$ cat config.mk
export PLATFORM = sky130hd
export DESIGN_NAME = xofp_regs
export DESIGN_NICKNAME = d
export VERILOG_FILES = /design/src/design/xofp_pkg.sv /design/src/design/xofp_regs.sv
export SDC_FILE = /design/constraint.sdc
export NUM_CORES = 1
export LEC_CHECK = 0
export BUFFER_PORTS_ARGS = -buffer_cell sky130_fd_sc_hd__buf_4
export CAP_MARGIN = 20
export CORE_UTILIZATION = 55
export DETAILED_ROUTE_END_ITERATION = 10
export PLACE_DENSITY = 0.75
export SYNTH_ARGS = -nofsm -noshare
export SYNTH_HDL_FRONTEND = slang
export SYNTH_SLANG_ARGS = --single-unit
export TNS_END_PERCENT = 20
$ cat constraint.sdc
create_clock -name clk -period 8.96 [get_ports clk]
set_clock_uncertainty 0.1 [all_clocks]
set_input_delay 0.448 -clock clk [delete_from_list [all_inputs] [get_ports clk]]
set_output_delay 0.448 -clock clk [all_outputs]
set_load 0.02 [all_outputs]
$ cat src/design/xofp_pkg.sv
// Register map, field layout, reset values and carrier types of the frequency program bank
package xofp_pkg;

    // Register numbers (byte locations on the serial port)
    localparam logic [7:0] XOFP_REG_LOOP     = 8'h00;
    localparam logic [7:0] XOFP_REG_FRAC0    = 8'h05;
    localparam logic [7:0] XOFP_REG_FRAC1    = 8'h06;
    localparam logic [7:0] XOFP_REG_FRAC2    = 8'h07;
    localparam logic [7:0] XOFP_REG_MIXED    = 8'h08;
    localparam logic [7:0] XOFP_REG_INT_UP   = 8'h09;
    localparam logic [7:0] XOFP_REG_VCO_LOW  = 8'h0A;
    localparam logic [7:0] XOFP_REG_DIV_UP   = 8'h0B;
    localparam logic [7:0] XOFP_REG_DIS_LVL  = 8'h0E;
    localparam logic [7:0] XOFP_REG_SOFT_RST = 8'h80;
    localparam logic [7:0] XOFP_REG_OE_CAL   = 8'h84;

    // Field positions
    localparam int XOFP_LOOP_FIRST_LSB = 4;
    localparam int XOFP_MIX_INT_LSB    = 5;
    localparam int XOFP_FINAL_DIV_LSB  = 4;
    localparam int XOFP_DIS_LVL_LSB    = 4;
    localparam int XOFP_SOFT_RST_BIT   = 7;
    localparam int XOFP_OE_BIT         = 2;
    localparam int XOFP_CAL_BIT        = 0;
    localparam int XOFP_FRAC_W         = 29;
    localparam int XOFP_INT_W          = 9;

    // Reset values (factory frequency plan)
    localparam logic [7:0]             XOFP_LOOP_RST    = 8'h33;
    localparam logic [XOFP_FRAC_W-1:0] XOFP_FRAC_RST    = 29'h02A4_4557;
    localparam logic [XOFP_INT_W-1:0]  XOFP_INT_RST     = 9'h044;
    localparam logic [9:0]             XOFP_VCO_DIV_RST = 10'h02A;
    localparam logic [2:0]             XOFP_FINAL_RST   = 3'h0;
    localparam logic [1:0]             XOFP_DIS_LVL_RST = 2'h0;
    localparam logic                   XOFP_OE_RST      = 1'b1;
    localparam logic [2:0]             XOFP_FINAL_MAX   = 3'h5;

    // Feedback divider as handed to the synthesizer
    typedef struct packed {
        logic [XOFP_INT_W-1:0]  int_part;
        logic [XOFP_FRAC_W-1:0] frac_part;
    } xofp_fb_s;

    // Receive engine states
    typedef enum logic [2:0] {
        XOFP_IDLE, XOFP_ADDR, XOFP_REG, XOFP_WDATA, XOFP_ACK, XOFP_RDATA, XOFP_MACK
    } xofp_state_e;

endpackage

$ cat src/design/xofp_regs.sv
// Frequency program register bank behind a serial two-wire slave port
//
// Contract
// - Final divider code zero bypasses stage
// - Register 0 holds two loop factors
// - Fraction spread over registers 5 to 8
// - Divider applies only on register 9 write or soft reset
// - Fraction LSB is finest frequency step
// - Calibration trigger self clears, reads zero
// - Final divider codes map to 1..32
// - Soft reset restores defaults, self clears
`timescale 1ns/100ps
module xofp_regs
    import xofp_pkg::*;
#(
    parameter logic [6:0] DEV_ADDR = 7'h55  // Arbitrary bus address
) (
    // Clock and reset
    input  wire logic                  clk,
    input  wire logic                  sys_rst,
    // Serial port pins
    input  wire logic                  scl_i,
    input  wire logic                  sda_i,
    output logic                       sda_o,
    output logic                       sda_oe_n,
    // Synthesizer settings
    output logic [3:0]                 loop_comp_first,
    output logic [3:0]                 loop_comp_second,
    output xofp_fb_s                   fb_applied,
    output logic                       fb_update,
    output logic [9:0]                 vco_high_speed_divider,
    output logic [2:0]                 final_output_divider,
    output logic [5:0]                 final_divide_ratio,
    // Output stage and calibration
    output logic                       out_enable,
    output logic [1:0]                 disabled_level,
    output logic                       vco_calibrate_trigger
);

    // Reserved low addresses are refused at elaboration
    if (DEV_ADDR < 7'h08) begin : g_bad_addr
        $error("device address lies in the reserved range");
    end

    logic              scl_m_q, scl_s_q, scl_p_q;
    logic              sda_m_q, sda_s_q, sda_p_q;
    xofp_state_e       state_q;
    xofp_state_e       next_q;
    logic [3:0]        bit_cnt_q;
    logic [7:0]        shift_q;
    logic [7:0]        ptr_q;
    logic              ack_drv_q;
    logic              wr_stb_q;
    logic [7:0]        wr_addr_q;
    logic [7:0]        wr_data_q;
    logic [7:0]        loop_q;
    logic [XOFP_FRAC_W-1:0] frac_hold_q;
    logic [2:0]        int_low_q;
    logic [5:0]        int_up_q;
    logic [9:0]        vco_div_q;
    logic [2:0]        final_q;
    logic [5:0]        ratio_q;
    logic [1:0]        dis_lvl_q;
    logic              oe_q;
    logic              cal_q;
    xofp_fb_s          fb_q;
    logic              upd_q;
    logic              start_c, stop_c, rise_c, fall_c;
    logic [7:0]        in_byte_c;
    logic              soft_rst_c;

    // Current value of a register; unmapped and reserved bits read zero
    function automatic logic [7:0] rd_byte(input logic [7:0] a);
        unique case (a)
            XOFP_REG_LOOP:    rd_byte = loop_q;
            XOFP_REG_FRAC0:   rd_byte = frac_hold_q[7:0];
            XOFP_REG_FRAC1:   rd_byte = frac_hold_q[15:8];
            XOFP_REG_FRAC2:   rd_byte = frac_hold_q[23:16];
            XOFP_REG_MIXED:   rd_byte = {int_low_q, frac_hold_q[28:24]};
            XOFP_REG_INT_UP:  rd_byte = {2'h0, int_up_q};
            XOFP_REG_VCO_LOW: rd_byte = vco_div_q[7:0];
            XOFP_REG_DIV_UP:  rd_byte = {1'b0, final_q, 2'h0, vco_div_q[9:8]};
            XOFP_REG_DIS_LVL: rd_byte = {2'h0, dis_lvl_q, 4'h0};
            XOFP_REG_OE_CAL:  rd_byte = {5'h00, oe_q, 2'h0};
            default:          rd_byte = 8'h00;
        endcase
    endfunction

    // Divide ratio of a final divider code
    function automatic logic [5:0] final_ratio(input logic [2:0] code);
        final_ratio = 6'(6'h01 << code);
    endfunction

    // Pin synchronisers; the previous sample gives edges without touching the first stage
    always_ff @(posedge clk or posedge sys_rst) begin
        if (sys_rst) begin
            {scl_m_q, scl_s_q, scl_p_q, sda_m_q, sda_s_q, sda_p_q} <= 6'h3F;
        end else begin
            {scl_p_q, scl_s_q, scl_m_q} <= {scl_s_q, scl_m_q, scl_i};
            {sda_p_q, sda_s_q, sda_m_q} <= {sda_s_q, sda_m_q, sda_i};
        end
    end
    // Bus conditions
    assign start_c   = scl_s_q & scl_p_q & sda_p_q & ~sda_s_q;
    assign stop_c    = scl_s_q & scl_p_q & ~sda_p_q & sda_s_q;
    assign rise_c    = scl_s_q & ~scl_p_q;
    assign fall_c    = ~scl_s_q & scl_p_q;
    assign in_byte_c = {shift_q[6:0], sda_s_q};

    // Serial slave: address, register pointer, then data with auto-increment
    always_ff @(posedge clk or posedge sys_rst) begin
        if (sys_rst) begin
            state_q   <= XOFP_IDLE;
            next_q    <= XOFP_IDLE;
            bit_cnt_q <= 4'h0;
            shift_q   <= 8'h00;
            ptr_q     <= 8'h00;
            ack_drv_q <= 1'b0;
            sda_oe_n  <= 1'b1;
            wr_stb_q  <= 1'b0;
            wr_addr_q <= 8'h00;
            wr_data_q <= 8'h00;
        end else begin
            wr_stb_q <= 1'b0;
            if (stop_c) begin
                state_q  <= XOFP_IDLE;
                sda_oe_n <= 1'b1;
            end else if (start_c) begin
                state_q   <= XOFP_ADDR;
                bit_cnt_q <= 4'h0;
                sda_oe_n  <= 1'b1;
            end else begin
                unique case (state_q)
                    XOFP_IDLE: ;
                    XOFP_ADDR, XOFP_REG, XOFP_WDATA: begin
                        if (rise_c) begin
                            shift_q   <= in_byte_c;
                            bit_cnt_q <= bit_cnt_q + 4'h1;
                            if (bit_cnt_q == 4'h7) begin
                                ack_drv_q <= 1'b0;
                                state_q   <= XOFP_ACK;
                                if (state_q == XOFP_ADDR) begin
                                    if (in_byte_c[7:1] != DEV_ADDR) begin
                                        state_q <= XOFP_IDLE;
                                    end
                                    next_q <= in_byte_c[0] ? XOFP_RDATA : XOFP_REG;
                                end else if (state_q == XOFP_REG) begin
                                    ptr_q  <= in_byte_c;
                                    next_q <= XOFP_WDATA;
                                end else begin
                                    wr_stb_q  <= 1'b1;
                                    wr_addr_q <= ptr_q;
                                    wr_data_q <= in_byte_c;
                                    ptr_q     <= ptr_q + 8'h01;
                                    next_q    <= XOFP_WDATA;
                                end
                            end
                        end
                    end
                    XOFP_ACK: begin
                        if (fall_c) begin
                            if (!ack_drv_q) begin
                                ack_drv_q <= 1'b1;
                                sda_oe_n  <= 1'b0;
                            end else begin
                                state_q   <= next_q;
                                bit_cnt_q <= 4'h0;
                                if (next_q == XOFP_RDATA) begin
                                    sda_oe_n <= 1'(rd_byte(ptr_q) >> 7);
                                    shift_q  <= rd_byte(ptr_q) << 1;
                                end else begin
                                    sda_oe_n <= 1'b1;
                                end
                            end
                        end
                    end
                    XOFP_RDATA: begin
                        if (rise_c) begin
                            bit_cnt_q <= bit_cnt_q + 4'h1;
                        end else if (fall_c) begin
                            if (bit_cnt_q == 4'h8) begin
                                sda_oe_n <= 1'b1;
                                state_q  <= XOFP_MACK;
                            end else begin
                                sda_oe_n <= shift_q[7];
                                shift_q  <= {shift_q[6:0], 1'b0};
                            end
                        end
                    end
                    XOFP_MACK: begin
                        // A missing acknowledge ends the read burst
                        if (rise_c) begin
                            if (!sda_s_q) begin
                                ptr_q     <= ptr_q + 8'h01;
                                shift_q   <= rd_byte(ptr_q + 8'h01);
                                bit_cnt_q <= 4'h0;
                                state_q   <= XOFP_RDATA;
                            end else begin
                                state_q <= XOFP_IDLE;
                            end
                        end
                    end
                endcase
            end
        end
    end

    // Open-drain line only ever pulled low
    assign sda_o = 1'b0;

    assign soft_rst_c = wr_stb_q && wr_addr_q == XOFP_REG_SOFT_RST && wr_data_q[XOFP_SOFT_RST_BIT];

    // Register bank; soft reset bit is never stored, so it reads back zero
    always_ff @(posedge clk or posedge sys_rst) begin
        if (sys_rst) begin
            loop_q      <= XOFP_LOOP_RST;
            frac_hold_q <= XOFP_FRAC_RST;
            int_low_q   <= XOFP_INT_RST[2:0];
            int_up_q    <= XOFP_INT_RST[8:3];
            vco_div_q   <= XOFP_VCO_DIV_RST;
            final_q     <= XOFP_FINAL_RST;
            ratio_q     <= final_ratio(XOFP_FINAL_RST);
            dis_lvl_q   <= XOFP_DIS_LVL_RST;
            oe_q        <= XOFP_OE_RST;
        end else if (soft_rst_c) begin
            loop_q      <= XOFP_LOOP_RST;
            frac_hold_q <= XOFP_FRAC_RST;
            int_low_q   <= XOFP_INT_RST[2:0];
            int_up_q    <= XOFP_INT_RST[8:3];
            vco_div_q   <= XOFP_VCO_DIV_RST;
            final_q     <= XOFP_FINAL_RST;
            ratio_q     <= final_ratio(XOFP_FINAL_RST);
            dis_lvl_q   <= XOFP_DIS_LVL_RST;
            oe_q        <= XOFP_OE_RST;
        end else if (wr_stb_q) begin
            unique case (wr_addr_q)
                XOFP_REG_LOOP:    loop_q <= wr_data_q;
                XOFP_REG_FRAC0:   frac_hold_q[7:0] <= wr_data_q;
                XOFP_REG_FRAC1:   frac_hold_q[15:8] <= wr_data_q;
                XOFP_REG_FRAC2:   frac_hold_q[23:16] <= wr_data_q;
                XOFP_REG_MIXED: begin
                    frac_hold_q[28:24] <= wr_data_q[4:0];
                    int_low_q          <= wr_data_q[7:XOFP_MIX_INT_LSB];
                end
                XOFP_REG_INT_UP:  int_up_q <= wr_data_q[5:0];
                XOFP_REG_VCO_LOW: vco_div_q[7:0] <= wr_data_q;
                XOFP_REG_DIV_UP: begin
                    vco_div_q[9:8] <= wr_data_q[1:0];
                    final_q        <= wr_data_q[6:XOFP_FINAL_DIV_LSB];
                    // Reserved codes leave the previous ratio running
                    if (wr_data_q[6:XOFP_FINAL_DIV_LSB] <= XOFP_FINAL_MAX) begin
                        ratio_q <= final_ratio(wr_data_q[6:XOFP_FINAL_DIV_LSB]);
                    end
                end
                XOFP_REG_DIS_LVL: dis_lvl_q <= wr_data_q[5:XOFP_DIS_LVL_LSB];
                XOFP_REG_OE_CAL:  oe_q <= wr_data_q[XOFP_OE_BIT];
                default: ;
            endcase
        end
    end

    // Whole divider goes to the synthesizer at once on the upper integer write
    always_ff @(posedge clk or posedge sys_rst) begin
        if (sys_rst) begin
            fb_q  <= '{int_part: XOFP_INT_RST, frac_part: XOFP_FRAC_RST};
            upd_q <= 1'b0;
        end else begin
            upd_q <= 1'b0;
            if (soft_rst_c) begin
                fb_q  <= '{int_part: XOFP_INT_RST, frac_part: XOFP_FRAC_RST};
                upd_q <= 1'b1;
            end else if (wr_stb_q && wr_addr_q == XOFP_REG_INT_UP) begin
                // Fraction LSB lands on bit 0, the finest frequency step
                fb_q  <= '{int_part: {wr_data_q[5:0], int_low_q}, frac_part: frac_hold_q};
                upd_q <= 1'b1;
            end
        end
    end

    // Calibration trigger is a one-cycle pulse, never stored
    always_ff @(posedge clk or posedge sys_rst) begin
        if (sys_rst) begin
            cal_q <= 1'b0;
        end else begin
            cal_q <= wr_stb_q && wr_addr_q == XOFP_REG_OE_CAL && wr_data_q[XOFP_CAL_BIT];
        end
    end

    // Outputs straight from the bank
    assign loop_comp_first        = loop_q[7:XOFP_LOOP_FIRST_LSB];
    assign loop_comp_second       = loop_q[3:0];
    assign fb_applied             = fb_q;
    assign fb_update              = upd_q;
    assign vco_high_speed_divider = vco_div_q;
    assign final_output_divider   = final_q;
    assign final_divide_ratio     = ratio_q;
    assign out_enable             = oe_q;
    assign disabled_level         = dis_lvl_q;
    assign vco_calibrate_trigger  = cal_q;

    a_cal_one_cycle: assert property (@(posedge clk) disable iff (sys_rst) cal_q |=> !cal_q)
        else $error("calibration trigger held longer than one cycle");
    a_cal_reads_zero: assert property (@(posedge clk) disable iff (sys_rst)
        (rd_byte(XOFP_REG_OE_CAL) & 8'h01) == 8'h00)
        else $error("calibration bit read back as one");
    a_fb_only_upd: assert property (@(posedge clk) disable iff (sys_rst) $changed(fb_q) |-> upd_q)
        else $error("feedback divider changed without an update");
    a_upd_cause: assert property (@(posedge clk) disable iff (sys_rst)
        upd_q |-> $past(wr_stb_q && (wr_addr_q == XOFP_REG_INT_UP || soft_rst_c)))
        else $error("divider update without upper integer write");
    a_bypass_code: assert property (@(posedge clk) disable iff (sys_rst) final_q == 3'h0 |-> ratio_q == 6'h01)
        else $error("code zero does not bypass final divider");
    a_final_decode: assert property (@(posedge clk) disable iff (sys_rst)
        final_q <= XOFP_FINAL_MAX |-> ratio_q == final_ratio(final_q))
        else $error("final divider ratio decoded wrongly");
    a_loop_split: assert property (@(posedge clk) disable iff (sys_rst)
        wr_stb_q && wr_addr_q == XOFP_REG_LOOP |=>
        loop_comp_first == $past(wr_data_q[7:4]) && loop_comp_second == $past(wr_data_q[3:0]))
        else $error("loop factors not split into nibbles");
    a_frac_top: assert property (@(posedge clk) disable iff (sys_rst)
        wr_stb_q && wr_addr_q == XOFP_REG_MIXED |=> frac_hold_q[28:24] == $past(wr_data_q[4:0])
        && int_low_q == $past(wr_data_q[7:5]) && $stable(fb_q))
        else $error("mixed divider byte stored wrongly");
    a_soft_reset: assert property (@(posedge clk) disable iff (sys_rst)
        soft_rst_c |=> oe_q == XOFP_OE_RST && vco_div_q == XOFP_VCO_DIV_RST && loop_q == XOFP_LOOP_RST
        && rd_byte(XOFP_REG_SOFT_RST) == 8'h00)
        else $error("soft reset did not restore defaults");
endmodule

== After elaboration in Yosys (flattened, before gate mapping) ==
Index checks and enable logic that the tools add are counted.

* Reductions and logical operators: 48
* Bitwise logic cells: 15
* Add/subtract/negate cells: 2
* $lt $le $gt $ge: 1
* Multiplexer cells: 98
* Shift operators: 1
* Eq/ne operators: 62

{| class="wikitable"
|+ Operator list
! cell !! number
|-
| 8-bit 2-to-1 mux || 22
|-
| 8-bit one-hot mux with 10 select lines || 2
|-
| 8-bit by 4-bit == test with 1-bit output (second input constant) || 15
|-
| 38-bit 2-to-1 mux || 2
|-
| 8-bit by 3-bit == test with 1-bit output (second input constant) || 9
|-
| 3-bit 2-to-1 mux || 21
|-
| 29-bit 2-to-1 mux || 2
|-
| 6-bit 2-to-1 mux || 7
|-
| 8-bit == test (second input constant) || 4
|-
| 4-bit inequality test (second input constant) || 8
|-
| 8-bit one-hot mux with 4 select lines || 1
|-
| 2-bit nonzero test || 15
|-
| 8-bit zero test || 3
|-
| 4-bit 2-to-1 mux || 6
|-
| 1-bit 2-to-1 mux || 23
|-
| 2-bit inequality test (second input constant) || 11
|-
| 10-bit 2-to-1 mux || 2
|-
| 2-bit AND reduction || 10
|-
| 8-bit one-hot mux with 2 select lines || 1
|-
| 7-bit AND reduction || 2
|-
| 3-bit == test (second input constant) || 4
|-
| 3-bit inequality test (second input constant) || 4
|-
| 3-bit one-hot mux with 4 select lines || 1
|-
| 4-bit one-hot mux with 3 select lines || 1
|-
| other kinds (27) || 51
|}

* Word-level logic and storage cells: 260
* Input port bits: 4
* Flip-flop bits (word level): 159
* Output and inout port bits: 72

== Longest topological paths before layout ==
* Depth after elaboration: 8
* Depth in mapped cells: 11
* Depth with buffers taken out: 8

== Least setup slack after synthesis ==
Ideal clock, no wire load.

* Kind: register to register
* Start: register wr_addr_q[5]
* End: register dis_lvl_q[0] (netlist: disabled_level[0])
* Setup slack: 6.564 ns
* Stages on the path, launching flop included: 8
* Arrival: 2.177 ns
* Period minus slack after synthesis: 2.396 ns
* Library setup time: 0.119 ns
* Path buffers: 3
* Data required time: 8.741 ns
* Cell sequence: dfrtp_1 or4b_4 or4b_1 clkbuf_1 nor4_4 buf_4 buf_4 nor2_1

* Longest elaborated chain between the ends: 5
* Elaborated cells between the ends (all ways): 8
* Those cells by class: 2 x eq/ne; 1 x mux; 5 x reduce/logical

{| class="wikitable"
|+ RTL lines
! element !! line !! text
|-
| start: declaration || xofp_regs.sv:54 || <nowiki>logic [7:0] wr_addr_q;</nowiki>
|-
| start signal: assignment || xofp_regs.sv:152 || <nowiki>wr_addr_q <= ptr_q;</nowiki>
|-
| 8-bit == test || xofp_regs.sv:211 || <nowiki>assign soft_rst_c = wr_stb_q && wr_addr_q == XOFP_REG_SOFT_RST && wr_data_q[XOFP_SOFT_RST_BIT];</nowiki>
|-
| 1-bit logical AND (2 in series) || xofp_regs.sv:211 ||
|-
| 2-bit nonzero test (no line) || n/a ||
|-
| 2-bit AND reduction (no line) || n/a ||
|-
| end signal: assignment || xofp_regs.sv:255 || <nowiki>XOFP_REG_DIS_LVL: dis_lvl_q <= wr_data_q[5:XOFP_DIS_LVL_LSB];</nowiki>
|-
| end: declaration || xofp_regs.sv:63 || <nowiki>logic [1:0] dis_lvl_q;</nowiki>
|}

Parallel ways exist; a longest one is shown, timed or not.
A chain may end at the register's enable or synchronous reset.

== Worst setup path after layout ==
* Start: register ptr_q[0]
* End: register shift_q[3]

* Longest elaborated chain between the ends: 6
* Elaborated cells between the ends (all ways): 29
* Those cells by class: 1 x add/sub; 18 x eq/ne; 8 x mux; 2 x reduce/logical

{| class="wikitable"
|+ RTL lines
! element !! line !! text
|-
| start: declaration || xofp_regs.sv:51 || <nowiki>logic [7:0] ptr_q;</nowiki>
|-
| start signal: assignment || xofp_regs.sv:148 || <nowiki>ptr_q <= in_byte_c;</nowiki>
|-
| start signal: assignment || xofp_regs.sv:154 || <nowiki>ptr_q <= ptr_q + 8'h01;</nowiki>
|-
| start signal: assignment || xofp_regs.sv:194 || <nowiki>ptr_q <= ptr_q + 8'h01;</nowiki>
|-
| 8-bit by 1-bit adder with 8-bit output, or another cell as far along || xofp_regs.sv:195 || <nowiki>shift_q <= rd_byte(ptr_q + 8'h01);</nowiki>
|-
| 8-bit == test, or another cell as far along || xofp_regs.sv:74 || <nowiki>unique case (a)</nowiki>
|-
| 8-bit one-hot mux with 10 select lines or 8-bit 2-to-1 mux (tied branches) || xofp_regs.sv:74, xofp_regs.sv:168 ||
|-
| 8-bit 2-to-1 mux, on equally long branches || xofp_regs.sv:193, xofp_regs.sv:162 ||
|-
| 8-bit 2-to-1 mux, on equally long branches || xofp_regs.sv:192, xofp_regs.sv:161 ||
|-
| 8-bit one-hot mux with 4 select lines * || xofp_regs.sv:133 || <nowiki>unique case (state_q)</nowiki>
|-
| end signal: assignment || xofp_regs.sv:137 || <nowiki>shift_q <= in_byte_c;</nowiki>
|-
| end signal: assignment || xofp_regs.sv:186 || <nowiki>shift_q <= {shift_q[6:0], 1'b0};</nowiki>
|-
| end signal: assignment || xofp_regs.sv:195 ||
|-
| end: declaration || xofp_regs.sv:50 || <nowiki>logic [7:0] shift_q;</nowiki>
|}

Mark *: on every way between the ends. The rest lies on a longest branch, timed or not. The select of a mux whose other input is x is not followed.

==> results_dict.tcl <==
set metrics [dict create \
    cts_resized 0 \
    layout-drive-gt1-share 0.183 \
    maxSlewViolCount 0 \
    antenna_found_initial 0 \
    hold_class "in -> reg" \
    grt_pass1_wl_um 40300 \
    cts.sinks 159 \
    detailed_place_hpwl_um 17100 \
    syn_nets 979 \
    cts-root-buf "clkbuf_16" \
    status "complete, no violations" \
    critical_path.endpoint_type "flop" \
    initial_utilization 0.562 \
    clkTransAtPathRegs_ns 0.07 \
    cp-start-kind "flop" \
    dp_slack_ns 5.61 \
    postCtsHoldBufs 0 \
    yosys.area.top_type "dfrtp_1" \
    grt_pass1_vias 7043 \
    grt_max_degree 102 \
    dr.pass1.iters 6 \
    synth_ff_type "dfrtp_1" \
    cts_buffers 17 \
    syn-cell-area_sq_mm 0.00854 \
    hold_viol 0 \
    drtIter0Drc 1008 \
    cp.arrival_ns 3.69 \
    htreeDepth 4 \
    core_area_sq_mm 0.0152 \
    die_x_um 127 \
    yosysWarnings 0 \
    synth-seq-cells 159 \
    cts_tree "done" \
    p_leak_uw 0.00430 \
    cap_viol_max_count 0 \
    final_core_util 0.641 \
    crit_fanout 22 \
    rsz0062_at_grt "no" \
    peakVddDrop_mv 0.125 \
    tns_ns 0 \
    fin_crit_ns 3.50 \
    n_fill_cell 1275 \
    required_ns 9.16 \
    post-route-period-util 0.390 \
    synthArstFlopShare 1.00 \
    slowest_stage "o211ai_1" \
    cts_setup_buffers 0 \
    drc 0 \
    rows 45 \
    cp_cell_sequence "ha_1 -> nand3_1 -> and2_1 -> o211ai_1 -> nor2b_1 -> a221oi_1 -> o22ai_1" \
    crit_cells 7 \
    relSlewSlack 0.301 \
    io_buffers 74 \
    clk_path_buf_depth 2 \
    reg2reg_depth 7 \
    setup_viol 0 \
    post_drt_wl_per_cell_um 21.5 \
    grt_overflow_total 0 \
    worstMarginPinSlew_ns 1.05 \
    insertion_delay_ns 0.43 \
    critPathBufInv 0 \
    synth_cell_types 76 \
    seq_area_sq_mm 0.00403 \
    layout.nets 1003 \
    gp_congestion 0.976 \
    syn_inst 968 \
    synth-edff-count 0 \
    areaGrowthSynthToFinish_pct 14.1 \
    stdcell_area_sq_mm 0.00975 \
    ys_seq_area_frac 0.472 \
    drt_wl_total_um 25600 \
    dr_total_vias 7655 \
    grt.total_usage 0.332 \
    syn_avg_cell_area_sq_um 8.82 \
    critPathMaxStageDelay_ns 0.82 \
    die_h_um 127 \
    path_delay_family "compound AO/OA/AOI/OAI gates" \
    multi_input_area_sq_mm 0.00411 \
    dieArea_sq_mm 0.0160 \
    yosys-top-cells-count "nand2_1 (203), dfrtp_1 (115), a21oi_1 (78), nor2_1 (71), clkbuf_1 (57)" \
    ys_top_cells_by_area "dfrtp_1 (34%), dfstp_2 (14%), nand2_1 (8.9%)" \
    hold_depth 1 \
    worstSetupPathType "reg -> reg" \
    synth.most_common_cell "nand2_1" \
    design.portCount 76 \
    antennaDiodeCount 0 \
    power.density_mw_per_mm2 186 \
    antenna_left 0 \
    synth_top_area_frac 0.337 \
    avgViaCountPerCell 6.42 \
    max_freq_ghz 0.286 \
    layout_setup_ws_ns 5.46 \
    dpl_cell_area_sq_mm 0.00910 \
]
placed cells by master, fill, tap and decap left out, drive strengths merged, types with 6 or more instances in the layout:
cell	instances
or2	6
o22ai	8
a221oi	6
a22o	10
nand2	203
o22a	8
o211ai	7
ha	7
dfrtp	115
a21oi	78
o32ai	7
a211oi	6
nand3b	10
dfstp	44
mux2i	46
inv	30
nor2	73
nand3	46
nor2b	11
o21ai	40
nor3	13
nand2b	8
a31oi	7
clkbuf	17
a22oi	17
buf	84
a222oi	8
flip-flops by register name, summed over array words and instances, names as in the netlist, 4 cells and up:
signal / cells
int_up_q: 6
frac_hold_q: 29
wr_data_q: 8
vco_high_speed_divider: 10
loop_q: 8
final_divide_ratio: 6
wr_addr_q: 8
ptr_q: 8
fb_applied: 38
shift_q: 8
bit_cnt_q: 4
worst paths after layout:
path	start	to	slack [ns]
min reg2reg	sda_m_q	sda_s_q	0.26
max reg2reg	ptr_q[0]	shift_q[3]	5.46
min	sda_i	sda_m_q	0.02
max in group asynchronous	sys_rst	fb_applied[17]	7.32
min in group asynchronous	sys_rst	ptr_q[7]	0.11
max	ptr_q[0]	shift_q[3]	5.46
per-layer routing:
layer / global-route usage / wire (um) / part of all wire
met5: 0 / 0 / 0
met4: 0.108 / 630 / 0.025
met3: 0.0822 / 2320 / 0.091
met2: 0.500 / 11600 / 0.45
met1: 0.473 / 11100 / 0.43
final cells by class:
type,instances,area share
Clock buffer,17,0.0437
Clock inverter,15,0.0227
Inverter,21,0.00860
Multi-Input combinational cell,708,0.421
Sequential cell,159,0.414
Tap cell,188,0.0241
Timing Repair Buffer,85,0.0657
through the flow:
stage,std cells,hold slack (ns),power (uW)
3_5_place_dp,1161,0.249,1010
5_1_grt,1193,0.00278,1880
4_1_cts,1193,0.0115,1820
2_1_floorplan,968,0.245,955
3_3_place_gp,1160,0.246,1010
6_report,1193,0.0209,1810
power breakdown:
part	total [uW]	internal (uW)	switching, uW	leakage (uW)
combinational	170	66.7	103	0.00196
sequential	835	757	78.2	0.00203
clock	809	478	331	0.000318
total	1810	1300	513	0.00430
cells by family after synthesis:
kind of cell               after synthesis  synth area share
AOI/OAI and AO/OA                      244             0.190
other                                    1          0.000439
DFF                                    159             0.472
xor gates and xnor gates                 5           0.00513
adders and majority gates                7            0.0103
buffers and inverters                  101            0.0482
and+or+nand+nor                        403             0.217
muxes                                   48            0.0565
(Power assumes the default switching activity.)
